$ cat src/shared/smc_pkg.sv
// Package: constants and types for the sleep mode controller
package smc_pkg;

    // ----------------------------------------------------------------
    // Timing
    // ----------------------------------------------------------------
    localparam int unsigned       CLK_HZ            = 40_000_000;
    // Clocks from standby release to the first service routine fetch
    localparam int unsigned       RELEASE_CLOCKS    = 16;
    localparam logic [4:0]        RELEASE_COUNT     = 5'(RELEASE_CLOCKS);
    localparam logic [4:0]        COUNT_RESET       = 5'h00;

    // ----------------------------------------------------------------
    // Reset source vector positions
    // ----------------------------------------------------------------
    localparam int unsigned       RST_PIN           = 0;
    localparam int unsigned       RST_POWER_ON      = 1;
    localparam int unsigned       RST_LOW_VOLTAGE   = 2;
    localparam int unsigned       RST_RAM_PARITY    = 3;
    localparam int unsigned       RST_WATCHDOG      = 4;
    localparam int unsigned       RST_SOFTWARE      = 5;
    localparam int unsigned       RST_SOURCES       = 6;

    // ----------------------------------------------------------------
    // Peripheral gate vector positions for sleep-capable blocks
    // ----------------------------------------------------------------
    localparam int unsigned       PER_CLK_BUZZER    = 0;
    localparam int unsigned       PER_ADC           = 1;
    localparam int unsigned       PER_SERIAL        = 2;
    localparam int unsigned       PER_DMA           = 3;
    localparam int unsigned       PER_COUNT         = 4;

    // ----------------------------------------------------------------
    // States
    // ----------------------------------------------------------------
    typedef enum logic [1:0] {
        SMC_RUN,
        SMC_SLEEP,
        SMC_WAKE
    } smc_state_t;

endpackage : smc_pkg

$ cat src/verilog/smc_clock_gate.sv
// Module: glitch-free clock gate with a falling-edge enable flop
module smc_clock_gate
(
    input  wire logic clk,
    input  wire logic arst_n,
    input  wire logic enable,
    output logic      gated_clk
);
    // ----------------------------------------------------------------
    // Enable is captured on the low phase so the gated clock
    // never shows a shortened high pulse
    // ----------------------------------------------------------------
    logic en_low;

    always_ff @(negedge clk or negedge arst_n)
    begin
        if (!arst_n)
            en_low <= 1'b1;
        else
            en_low <= enable;
    end

    assign gated_clk = clk & en_low;
endmodule // smc_clock_gate

$ cat src/verilog/smc_sleep_control.sv
// Module: sleep mode entry, peripheral gating and release sequencing
//
// How it works
// - Clock/buzzer, ADC, serial and DMA run in sleep only when low-power select is 0.
// - Event linkage stays enabled in sleep only for blocks that are still running.
// - Generic CRC runs in sleep only while DMA accesses RAM.
// - RAM parity checking stays on in sleep whenever DMA is transferring.
// - CPU and idle RAM stop on sleep entry without software help.
// - An unmasked interrupt while accepting interrupts, or any of six reset sources, ends sleep.
// - Unmasked interrupt while accepting interrupts wakes the CPU into its handler.
// - Service routine starts 16 clocks after the standby release is raised.
// - Standby release stays high until software clears it.
// - A reset in sleep resets the CPU and restarts from the reset vector.
// - Sleep stops the CPU clock; port latches hold their state.
module smc_sleep_control
    import smc_pkg::*;
(
    input  wire logic                          clk,
    input  wire logic                          arst_n,
    input  wire logic                          sleep_request,
    input  wire logic                          deep_sleep_select,
    input  wire logic                          rtc_low_power_select,
    input  wire logic                          irq_pending,
    input  wire logic                          irq_accept_enable,
    input  wire logic                          release_clear,
    input  wire logic [smc_pkg::RST_SOURCES-1:0] reset_sources,
    input  wire logic                          dma_active,
    input  wire logic                          dma_ram_access,
    input  wire logic                          two_wire_serial_unit_busy,
    input  wire logic                          high_speed_crc_busy,
    output logic                               cpu_clk,
    output logic                               cpu_clk_enable,
    output logic                               cpu_reset,
    output logic                               sleeping,
    output logic                               standby_release,
    output logic                               irq_service_start,
    output logic                               port_latch_hold,
    output logic                               ram_clock_enable,
    output logic [smc_pkg::PER_COUNT-1:0]      peripheral_enable,
    output logic                               event_link_enable,
    output logic                               generic_crc_enable,
    output logic                               ram_parity_enable,
    output logic                               entry_blocked
);
    import smc_pkg::*;

    // ----------------------------------------------------------------
    // Reset source synchronisers (three stages, second and third agree)
    // ----------------------------------------------------------------
    // Sources come from other domains; a level counts only once two late
    // stages match, so a metastable first stage never reaches the state
    logic [RST_SOURCES-1:0] rst_seen;

    for (genvar s = 0; s < RST_SOURCES; s++)
    begin : g_rst_sync
        logic sync_1;
        logic sync_2;
        logic sync_3;
        logic seen;
        logic next_seen;

        always_comb
        begin
            next_seen = seen;
            if (sync_2 == sync_3)
                next_seen = sync_3;
        end

        always_ff @(posedge clk or negedge arst_n)
        begin
            if (!arst_n)
            begin
                sync_1 <= 1'b0;
                sync_2 <= 1'b0;
                sync_3 <= 1'b0;
                seen   <= 1'b0;
            end
            else
            begin
                sync_1 <= reset_sources[s];
                sync_2 <= sync_1;
                sync_3 <= sync_2;
                seen   <= next_seen;
            end
        end

        assign rst_seen[s] = seen;
    end

    logic any_reset;
    assign any_reset = |rst_seen;

    // ----------------------------------------------------------------
    // Sleep state machine
    // ----------------------------------------------------------------
    smc_state_t state;
    smc_state_t next_state;
    logic [4:0] count;
    logic [4:0] next_count;
    logic       wake_irq;
    logic       may_enter;

    // Disabled-class blocks must already be idle, else entry waits
    assign may_enter = !two_wire_serial_unit_busy && !high_speed_crc_busy;
    // Pending unmasked interrupt that the CPU is able to accept
    assign wake_irq  = irq_pending && irq_accept_enable;

    // Reset wins over a pending wake: the CPU restarts from its vector
    always_comb
    begin
        next_state = state;
        case (state)
            SMC_RUN:
            begin
                if (sleep_request && !deep_sleep_select && may_enter && !any_reset)
                    next_state = SMC_SLEEP;
            end
            SMC_SLEEP:
            begin
                if (any_reset)
                    next_state = SMC_RUN;
                else if (wake_irq)
                    next_state = SMC_WAKE;
            end
            SMC_WAKE:
            begin
                if (any_reset)
                    next_state = SMC_RUN;
                else if (count == RELEASE_COUNT)
                    next_state = SMC_RUN;
            end
            default:
                next_state = SMC_RUN;
        endcase
    end

    always_ff @(posedge clk or negedge arst_n)
    begin
        if (!arst_n)
            state <= SMC_RUN;
        else
            state <= next_state;
    end

    // ----------------------------------------------------------------
    // Release wait counter
    // ----------------------------------------------------------------
    // Starts at one on the wake edge, so the service pulse lands on the
    // sixteenth edge after the release flag rises
    always_comb
    begin
        next_count = COUNT_RESET;
        if (state == SMC_SLEEP && next_state == SMC_WAKE)
            next_count = 5'h01;
        else if (state == SMC_WAKE && next_state == SMC_WAKE)
            next_count = 5'(count + 5'h01);
    end

    always_ff @(posedge clk or negedge arst_n)
    begin
        if (!arst_n)
            count <= COUNT_RESET;
        else
            count <= next_count;
    end

    // ----------------------------------------------------------------
    // Standby release flag
    // ----------------------------------------------------------------
    logic release_flag;
    logic next_release_flag;

    // Set beats clear so a wake in the clearing cycle is kept
    // Software owns the clear; hardware never drops the flag on its own
    always_comb
    begin
        next_release_flag = release_flag;
        if (release_clear)
            next_release_flag = 1'b0;
        if (state == SMC_SLEEP && next_state == SMC_WAKE)
            next_release_flag = 1'b1;
    end

    always_ff @(posedge clk or negedge arst_n)
    begin
        if (!arst_n)
            release_flag <= 1'b0;
        else
            release_flag <= next_release_flag;
    end

    // ----------------------------------------------------------------
    // CPU side outputs
    // ----------------------------------------------------------------
    logic next_clk_enable;
    logic next_sleeping;
    logic next_service;
    logic next_cpu_reset;
    logic asleep;

    // Outputs follow the next state so they change on the entry edge itself
    assign asleep = (next_state != SMC_RUN);

    always_comb
    begin
        // CPU clock returns at the end of the release wait, or as soon as a reset ends sleep
        next_clk_enable = !asleep;
        next_sleeping   = asleep;
        next_service    = (state == SMC_WAKE) && (next_state == SMC_RUN) && !any_reset;
        next_cpu_reset  = any_reset;
    end

    // Port latches hold for as long as the CPU is parked
    always_ff @(posedge clk or negedge arst_n)
    begin
        if (!arst_n)
        begin
            cpu_clk_enable    <= 1'b1;
            sleeping          <= 1'b0;
            standby_release   <= 1'b0;
            irq_service_start <= 1'b0;
            cpu_reset         <= 1'b0;
            port_latch_hold   <= 1'b0;
        end
        else
        begin
            cpu_clk_enable    <= next_clk_enable;
            sleeping          <= next_sleeping;
            standby_release   <= next_release_flag;
            irq_service_start <= next_service;
            cpu_reset         <= next_cpu_reset;
            port_latch_hold   <= next_sleeping;
        end
    end

    // ----------------------------------------------------------------
    // Peripheral side outputs
    // ----------------------------------------------------------------
    logic                 next_ram_clk;
    logic [PER_COUNT-1:0] next_periph;
    logic                 next_link;
    logic                 next_gcrc;
    logic                 next_parity;
    logic                 next_blocked;

    // One gate term per sleep-capable block; all share the select today,
    // but a block with its own run condition only changes its own slot
    for (genvar p = 0; p < PER_COUNT; p++)
    begin : g_periph
        assign next_periph[p] = !asleep || !rtc_low_power_select;
    end

    always_comb
    begin
        // RAM keeps its clock in sleep only while DMA runs
        next_ram_clk = !asleep || dma_active;
        // Linkage follows the blocks that can still run
        next_link    = !asleep || !rtc_low_power_select;
        next_gcrc    = !asleep || (dma_active && dma_ram_access);
        next_parity  = !asleep || dma_active;
        next_blocked = (state == SMC_RUN) && sleep_request && !may_enter;
    end

    always_ff @(posedge clk or negedge arst_n)
    begin
        if (!arst_n)
        begin
            ram_clock_enable   <= 1'b1;
            peripheral_enable  <= '1;
            event_link_enable  <= 1'b1;
            generic_crc_enable <= 1'b1;
            ram_parity_enable  <= 1'b1;
            entry_blocked      <= 1'b0;
        end
        else
        begin
            ram_clock_enable   <= next_ram_clk;
            peripheral_enable  <= next_periph;
            event_link_enable  <= next_link;
            generic_crc_enable <= next_gcrc;
            ram_parity_enable  <= next_parity;
            entry_blocked      <= next_blocked;
        end
    end

    // ----------------------------------------------------------------
    // CPU clock gate
    // ----------------------------------------------------------------
    // The gated clock is combinational by nature; the enable flop on the
    // low phase behind it is what keeps it free of runt pulses
    smc_clock_gate u_gate
    (
        .clk       (clk),
        .arst_n    (arst_n),
        .enable    (cpu_clk_enable),
        .gated_clk (cpu_clk)
    );
endmodule // smc_sleep_control

$ cat config.mk
export PLATFORM = sky130hd
export DESIGN_NAME = smc_sleep_control
export DESIGN_NICKNAME = d
export VERILOG_FILES = /design/src/shared/smc_pkg.sv /design/src/verilog/smc_clock_gate.sv /design/src/verilog/smc_sleep_control.sv
export SDC_FILE = /design/constraint.sdc
export NUM_CORES = 1
export LEC_CHECK = 0
export BUFFER_PORTS_ARGS = -buffer_cell sky130_fd_sc_hd__buf_2
export CAP_MARGIN = 25
export CORE_MARGIN = 2
export CORE_UTILIZATION = 45
export CTS_CLUSTER_DIAMETER = 200
export DETAILED_ROUTE_END_ITERATION = 8
export PLACE_DENSITY = 0.68
export SYNTH_ARGS = -nofsm -noshare
export SYNTH_HDL_FRONTEND = slang
export SYNTH_SLANG_ARGS = --single-unit
$ cat constraint.sdc
create_clock -name clk -period 2.65 [get_ports clk]
set_input_delay 0.1325 -clock clk [delete_from_list [all_inputs] [get_ports clk]]
set_output_delay 0.1325 -clock clk [all_outputs]
set_load 0.005 [all_outputs]
==> flow_summary_export.csv, run 1 <==
group,metric,value,unit
floorplanning,fp.dieH,61.5,um
global_route,grt_overflow,0,
critical_path,crit_path_start_kind,"register",
placed_design,gp_congestion,0.727,
timing,slew_headroom,0.681,
outcome,violations,"negative setup slack",
timing,holdWs,14.2,ps
synthesis,async_reset_ff_frac,1.00,
critical_path,critPathCaptureType,"output pin",
critical_path,worstPathMaxFanout,1,
floorplanning,pin_count,34,
outcome,outcome,"complete, but fails checks",
worst_hold_path,hold_path.class,"input pin to register",
clocking,cts_tree,"yes",
finish,fin_util,0.602,
synthesis,synth_common_cells,"dfrtp_1, buf_4, maj3_1",
critical_path,cp_top_family,"flip-flops",
drt,routed_wl,2370,um
timing,finalHoldViolCount,0,
floorplanning,num_rows,20,
timing,worst_slew_pin_slew,479,ps
finish,final_nets,169,
global_route,grt_pass1_vias,925,
power,peakVddDrop,0.348,mV
drt,drc_errors,0,
floorplanning,start_util,0.479,
drt,via_per_inst,4.73,
critical_path,crit_slowest_cell,"dfstp_2",
critical_path,critical-path-max-stage-delay,510,ps
critical_path,cp.arrival,2540,ps
floorplanning,die_x,61.5,um
critical_path,cp.buffers_inverters,1,
synthesis,synth_ff_type,"dfrtp_1",
synthesis,syn_inst,99,
drt,final_antenna_net_count,0,
global_route,grt_start_max_net_pins,41,
finish,diodes,0,
synthesis,ys_ff_latch,41,
timing,setup_viol,2,
synthesis,ys_seq_area_frac,0.695,
clocking,clkTransAtPathRegs,120,ps
synthesis,synth_cell_types,34,
global_route,antenna_found_initial,0,
critical_path,cp.required,2520,ps
synthesis,synth-edff-count,0,
timing,rsz0062_at_grt,"yes",
timing,fin_skew,75.0,ps
synthesis,synth_top_area_cell,"dfrtp_1",
synthesis,syn-cell-area,1490,um2
power,p_per_area,608,nW/um2
critical_path,cp_cell_sequence,"and2_4 > buf_6",
floorplanning,coreArea,3100,um2
drt,drt_iter0_drc,22,
run,drv_cap,0,
global_route,grt_pass1_wl,4040,um
drt,dr.pass1.iters,4,
synthesis,synth_area_leaders,"dfrtp_1, dfstp_2, maj3_1, buf_4, nor3_2",
floorplanning,die_area,3780,um2
drt,wl_per_cell,12.2,um
timing,drv_slew,0,
global_route,grt_usage,0.161,
synthesis,yosys.cell_count.top_type,"dfrtp_1",
timing,setup_slack,-26.1,ps
synthesis,syn_nets,119,
power,p_leak,0.828,nW
synthesis,synth_top_area_share,0.607,
drt,via_count,918,
finish,drive_above_1_share,0.407,
synthesis,avgSynthCellArea,15.0,um2
critical_path,crit_type,"register to output pin",
placed_design,io_buffers,33,
placed_design,place_hpwl,1530,um
synthesis,yosys_warnings,0,
finish,area_delta_synth_final,25.8,%
clocking,clock_latency,510,ps
layer usage:
layer	wire length (um)	vias up	GRT usage
met5	0	-	0
met4	53	0	0.100
met1	1130	447	0.193
met2	1020	34	0.219
li1	-	429	-
met3	170	8	0.0966
through the flow:
step           setup WS, ps  power [W]  std cells  setup TNS, ps  instance area, um2
2_1_floorplan           588   0.000706         99              0                1490
3_3_place_gp            511   0.000749        170              0                1660
3_5_place_dp            507   0.000751        170              0                1660
4_1_cts               -32.3    0.00112        194          -32.3                1860
5_1_grt               -73.0    0.00120        194          -73.0                1870
6_report              -26.1    0.00114        194          -26.1                1870
kinds of logic (layout without fill, tap and decap cells):
logic type                 Yosys count  in the layout  synth area share
xor gates and xnor gates             3              3            0.0177
buffers and inverters               12             63            0.0505
AOI/OAI and AO/OA                   11             11            0.0522
and+or+nand+nor                     24             24             0.127
DFF                                 41             41             0.695
adders and majority gates            8              8            0.0573
where the power goes:
part / internal (W) / switching, W / total (W)
logic: 0.0000328 / 0.0000251 / 0.0000578
registers: 0.000650 / 0.0000124 / 0.000663
clock network: 0.000202 / 0.000214 / 0.000416
total: 0.000885 / 0.000251 / 0.00114
final timing paths:
| check | startpoint | end | slack [ps] | depth (start not counted) |
|---|---|---|---|---|
| worst max-delay path | u_gate.en_low | cpu_clk | -30 | 2 |
| worst min-delay path | irq_accept_enable | state[0] | 10 | 3 |
| worst max register to register | cpu_clk_enable | u_gate.en_low | 810 | 0 |
| worst min register to register | g_rst_sync[1].sync_1 | g_rst_sync[1].sync_2 | 360 | 0 |
| max in group asynchronous | arst_n | u_gate.en_low | 1180 | 2 |
| min in group asynchronous | arst_n | g_rst_sync[5].sync_2 | 320 | 3 |
final cells by class:
cell class / instances / area (um2)
clock buffer: 11 / 78.8
inverter: 4 / 15.0
clock inverter: 2 / 8.76
fill: 253 / 1230
timing repair buffer: 46 / 298
sequential: 41 / 1030
tap: 44 / 55.1
multi-input combinational: 46 / 380
layout by cell type (no fill, tap or decap), types with 2 or more instances in the layout:
| master | count |
|---|---|
| a21oi_1 | 4 |
| and2_4 | 2 |
| buf_2 | 32 |
| clkbuf_1 | 2 |
| clkbuf_4 | 8 |
| dfrtp_1 | 36 |
| dfstp_2 | 5 |
| dlygate4sd3_1 | 13 |
| ha_1 | 2 |
| inv_1 | 4 |
| maj3_1 | 6 |
| nand3_1 | 4 |
| nor2_1 | 3 |
| nor3_2 | 4 |
| xor2_1 | 2 |
state kept, by name, indices dropped and copies added (netlist names), 2 cells and up:
signal	cells
count	5
g_rst_sync.sync_2	6
g_rst_sync.sync_1	6
state	2
g_rst_sync.seen	6
g_rst_sync.sync_3	6
repair_timing:
action | 4_1_cts | 5_1_grt
hold buffers | 13 | 0
setup endpoints to repair | 2 | 2
pin swaps | 0 | 0
hold endpoints to repair | 47 | 0
gates resized for setup | 0 | 2
setup buffers | 0 | 0
Power figures use the tool's default switching activity.
==> run 2, diff against run 1 <==
--- a/config.mk
+++ b/config.mk
@@ -12,6 +12,8 @@
 export CTS_CLUSTER_DIAMETER = 200
 export DETAILED_ROUTE_END_ITERATION = 8
 export PLACE_DENSITY = 0.68
+export REMOVE_ABC_BUFFERS = 1
 export SYNTH_ARGS = -nofsm -noshare
 export SYNTH_HDL_FRONTEND = slang
+export SYNTH_HIERARCHICAL = 1
 export SYNTH_SLANG_ARGS = --single-unit
==> run 2 against run 1 <==
The run still ends with negative setup slack left. Non-clock buffer count grew 4. Sequential share of layout area shrank 1.2 points. Area after synthesis is the same. Largest cell class unchanged.
==> flow_summary_export.csv, run 2 <==
group,metric,value,unit
global_route,grt_pass1_wl,4130,um
drt,wl_per_cell,12.5,um
synthesis,avgSynthCellArea,15.0,um2
synthesis,ys_ff_latch,41,
clocking,clock_latency,520,ps
critical_path,crit_type,"register to output pin",
synthesis,synth_area_leaders,"dfrtp_1, dfstp_2, maj3_1, buf_4, nor3_2",
floorplanning,num_rows,20,
critical_path,cp_top_family,"flip-flops",
placed_design,io_buffers,33,
power,peakVddDrop,0.387,mV
critical_path,cp.arrival,2550,ps
global_route,grt_usage,0.171,
global_route,grt_overflow,0,
placed_design,gp_congestion,0.772,
timing,drv_slew,0,
timing,worst_slew_pin_slew,480,ps
critical_path,critical-path-max-stage-delay,500,ps
synthesis,ys_seq_area_frac,0.695,
finish,mostFrequentLayoutCells,"dfrtp_1, buf_2, dlygate4sd3_1",
placed_design,placed_cells,170,
finish,diodes,0,
critical_path,critPathCaptureType,"output pin",
timing,setup_slack,-32.7,ps
timing,rsz0062_at_grt,"yes",
synthesis,synth_top_area_share,0.607,
critical_path,cp.required,2520,ps
finish,area_delta_synth_final,28.6,%
synthesis,synth_ff_type,"dfrtp_1",
floorplanning,pin_count,34,
placed_design,placed_cell_area,1660,um2
timing,setup-tns-final,-32.7,ps
floorplanning,die_x,61.5,um
global_route,grt_pass1_vias,994,
finish,drive_above_1_share,0.403,
floorplanning,start_util,0.479,
synthesis,synth_common_cells,"dfrtp_1, buf_4, maj3_1",
clocking,clkTransAtPathRegs,120,ps
critical_path,crit_path_start_kind,"register",
drt,drt_iter0_drc,23,
global_route,grt_start_max_net_pins,41,
placed_design,pre_cts_ws,513,ps
critical_path,cp.buffers_inverters,1,
finish,final_nets,173,
floorplanning,coreArea,3100,um2
synthesis,syn_inst,99,
drt,dr.pass1.iters,3,
synthesis,synth_top_area_cell,"dfrtp_1",
synthesis,yosys_warnings,6,
drt,routed_wl,2480,um
synthesis,synth_cell_types,34,
drt,final_antenna_net_count,0,
finish,finalNonFillerCells,198,
worst_hold_path,hold_path.class,"input pin to register",
critical_path,cp_cell_sequence,"and2_1 > buf_2",
timing,slew_headroom,0.680,
timing,setup_viol,2,
critical_path,worstPathMaxFanout,1,
synthesis,synth-edff-count,0,
placed_design,place_hpwl,1650,um
drt,drc_errors,0,
outcome,outcome,"complete, but fails checks",
global_route,antenna_found_initial,0,
floorplanning,die_area,3780,um2
finish,final_common_cell,"dfrtp_1",
timing,finalHoldViolCount,0,
synthesis,yosys.cell_count.top_type,"dfrtp_1",
synthesis,async_reset_ff_frac,1.00,
finish,fin_util,0.615,
finish,final_cell_area,1910,um2
power,p_per_area,593,nW/um2
power,p_leak,0.834,nW
outcome,violations,"negative setup slack",
floorplanning,fp.dieH,61.5,um
drt,via_count,925,
drt,via_per_inst,4.67,
timing,fin_skew,64.0,ps
clocking,cts_tree,"yes",
run,drv_cap,0,
synthesis,syn-cell-area,1490,um2
critical_path,crit_slowest_cell,"dfstp_2",
[run 2: cell counts after synthesis]
Identical to the previous run, type by type.
[run 2: power breakdown]
| group | total, W | internal (W) | switching (W) |
|---|---|---|---|
| sequential | 0.000663 | 0.000650 | 0.0000130 |
| combinational | 0.0000605 | 0.0000347 | 0.0000257 |
| clock | 0.000408 | 0.000172 | 0.000236 |
[run 2: repair_timing]
| action | CTS | global route |
|---|---|---|
| hold buffers | 17 | 0 |
| gates resized for setup | 0 | 0 |
| endpoints found under the setup margin | 2 | 2 |
| setup buffers | 0 | 0 |
| pin swaps | 0 | 0 |
| hold endpoints to repair | 49 | 0 |
[run 2: path summary, 6_finish.rpt]
kind / startpoint / to / slack (ps) / cells after the start
worst max-delay path: u_gate/en_low / cpu_clk / -30 / 2
worst min-delay path: sleep_request / entry_blocked / 30 / 3
worst max register to register: g_rst_sync[1].seen / standby_release / 590 / 5
worst min register to register: g_rst_sync[5].sync_1 / g_rst_sync[5].sync_2 / 360 / 0
max in group asynchronous: arst_n / u_gate/en_low / 1210 / 2
min in group asynchronous: arst_n / g_rst_sync[5].seen / 270 / 3
[run 2: stage by stage]
step | power [W] | hold slack, ps
5_1_grt | 0.00119 | 33.8
3_5_place_dp | 0.000751 | 242
3_3_place_gp | 0.000748 | 240
4_1_cts | 0.00116 | 12.4
2_1_floorplan | 0.000705 | -163
6_report | 0.00113 | 34.1
[run 2: worst register-to-register path, delay by kind of cell (launching register included)]
family | cells | cell delay (ps)
DFF | 1 | 410
buffers and inverters | 2 | 720
and+or+nand+nor | 2 | 740
AOI/OAI and AO/OA | 1 | 140
[run 2: logic make-up (layout without fill, tap and decap cells)]
logic type,Yosys count,count (layout),synth area share
flip-flops,41,41,0.695
AND/OR/NAND/NOR,24,24,0.127
buffers and inverters,12,67,0.0505
AO/OA/AOI/OAI,11,11,0.0522
adder cells (fa/ha/maj),8,8,0.0573
XOR/XNOR,3,3,0.0177
[run 2: cell type report]
class / count / area (um2)
flip-flops and latches: 41 / 1030
multi-input cells: 46 / 378
repair buffers: 50 / 338
fillers: 265 / 1190
clock inverters: 4 / 26.3
well taps: 44 / 55.1
clock buffers: 9 / 65.1
inverters: 4 / 15.0
[run 2: routing by layer]
metal	GRT usage	share of wire	vias to the layer above
li1	-	-	441
met1	0.193	0.44	441
met2	0.239	0.46	34
met3	0.0861	0.071	9
met4	0.149	0.033	0
met5	0	0	-
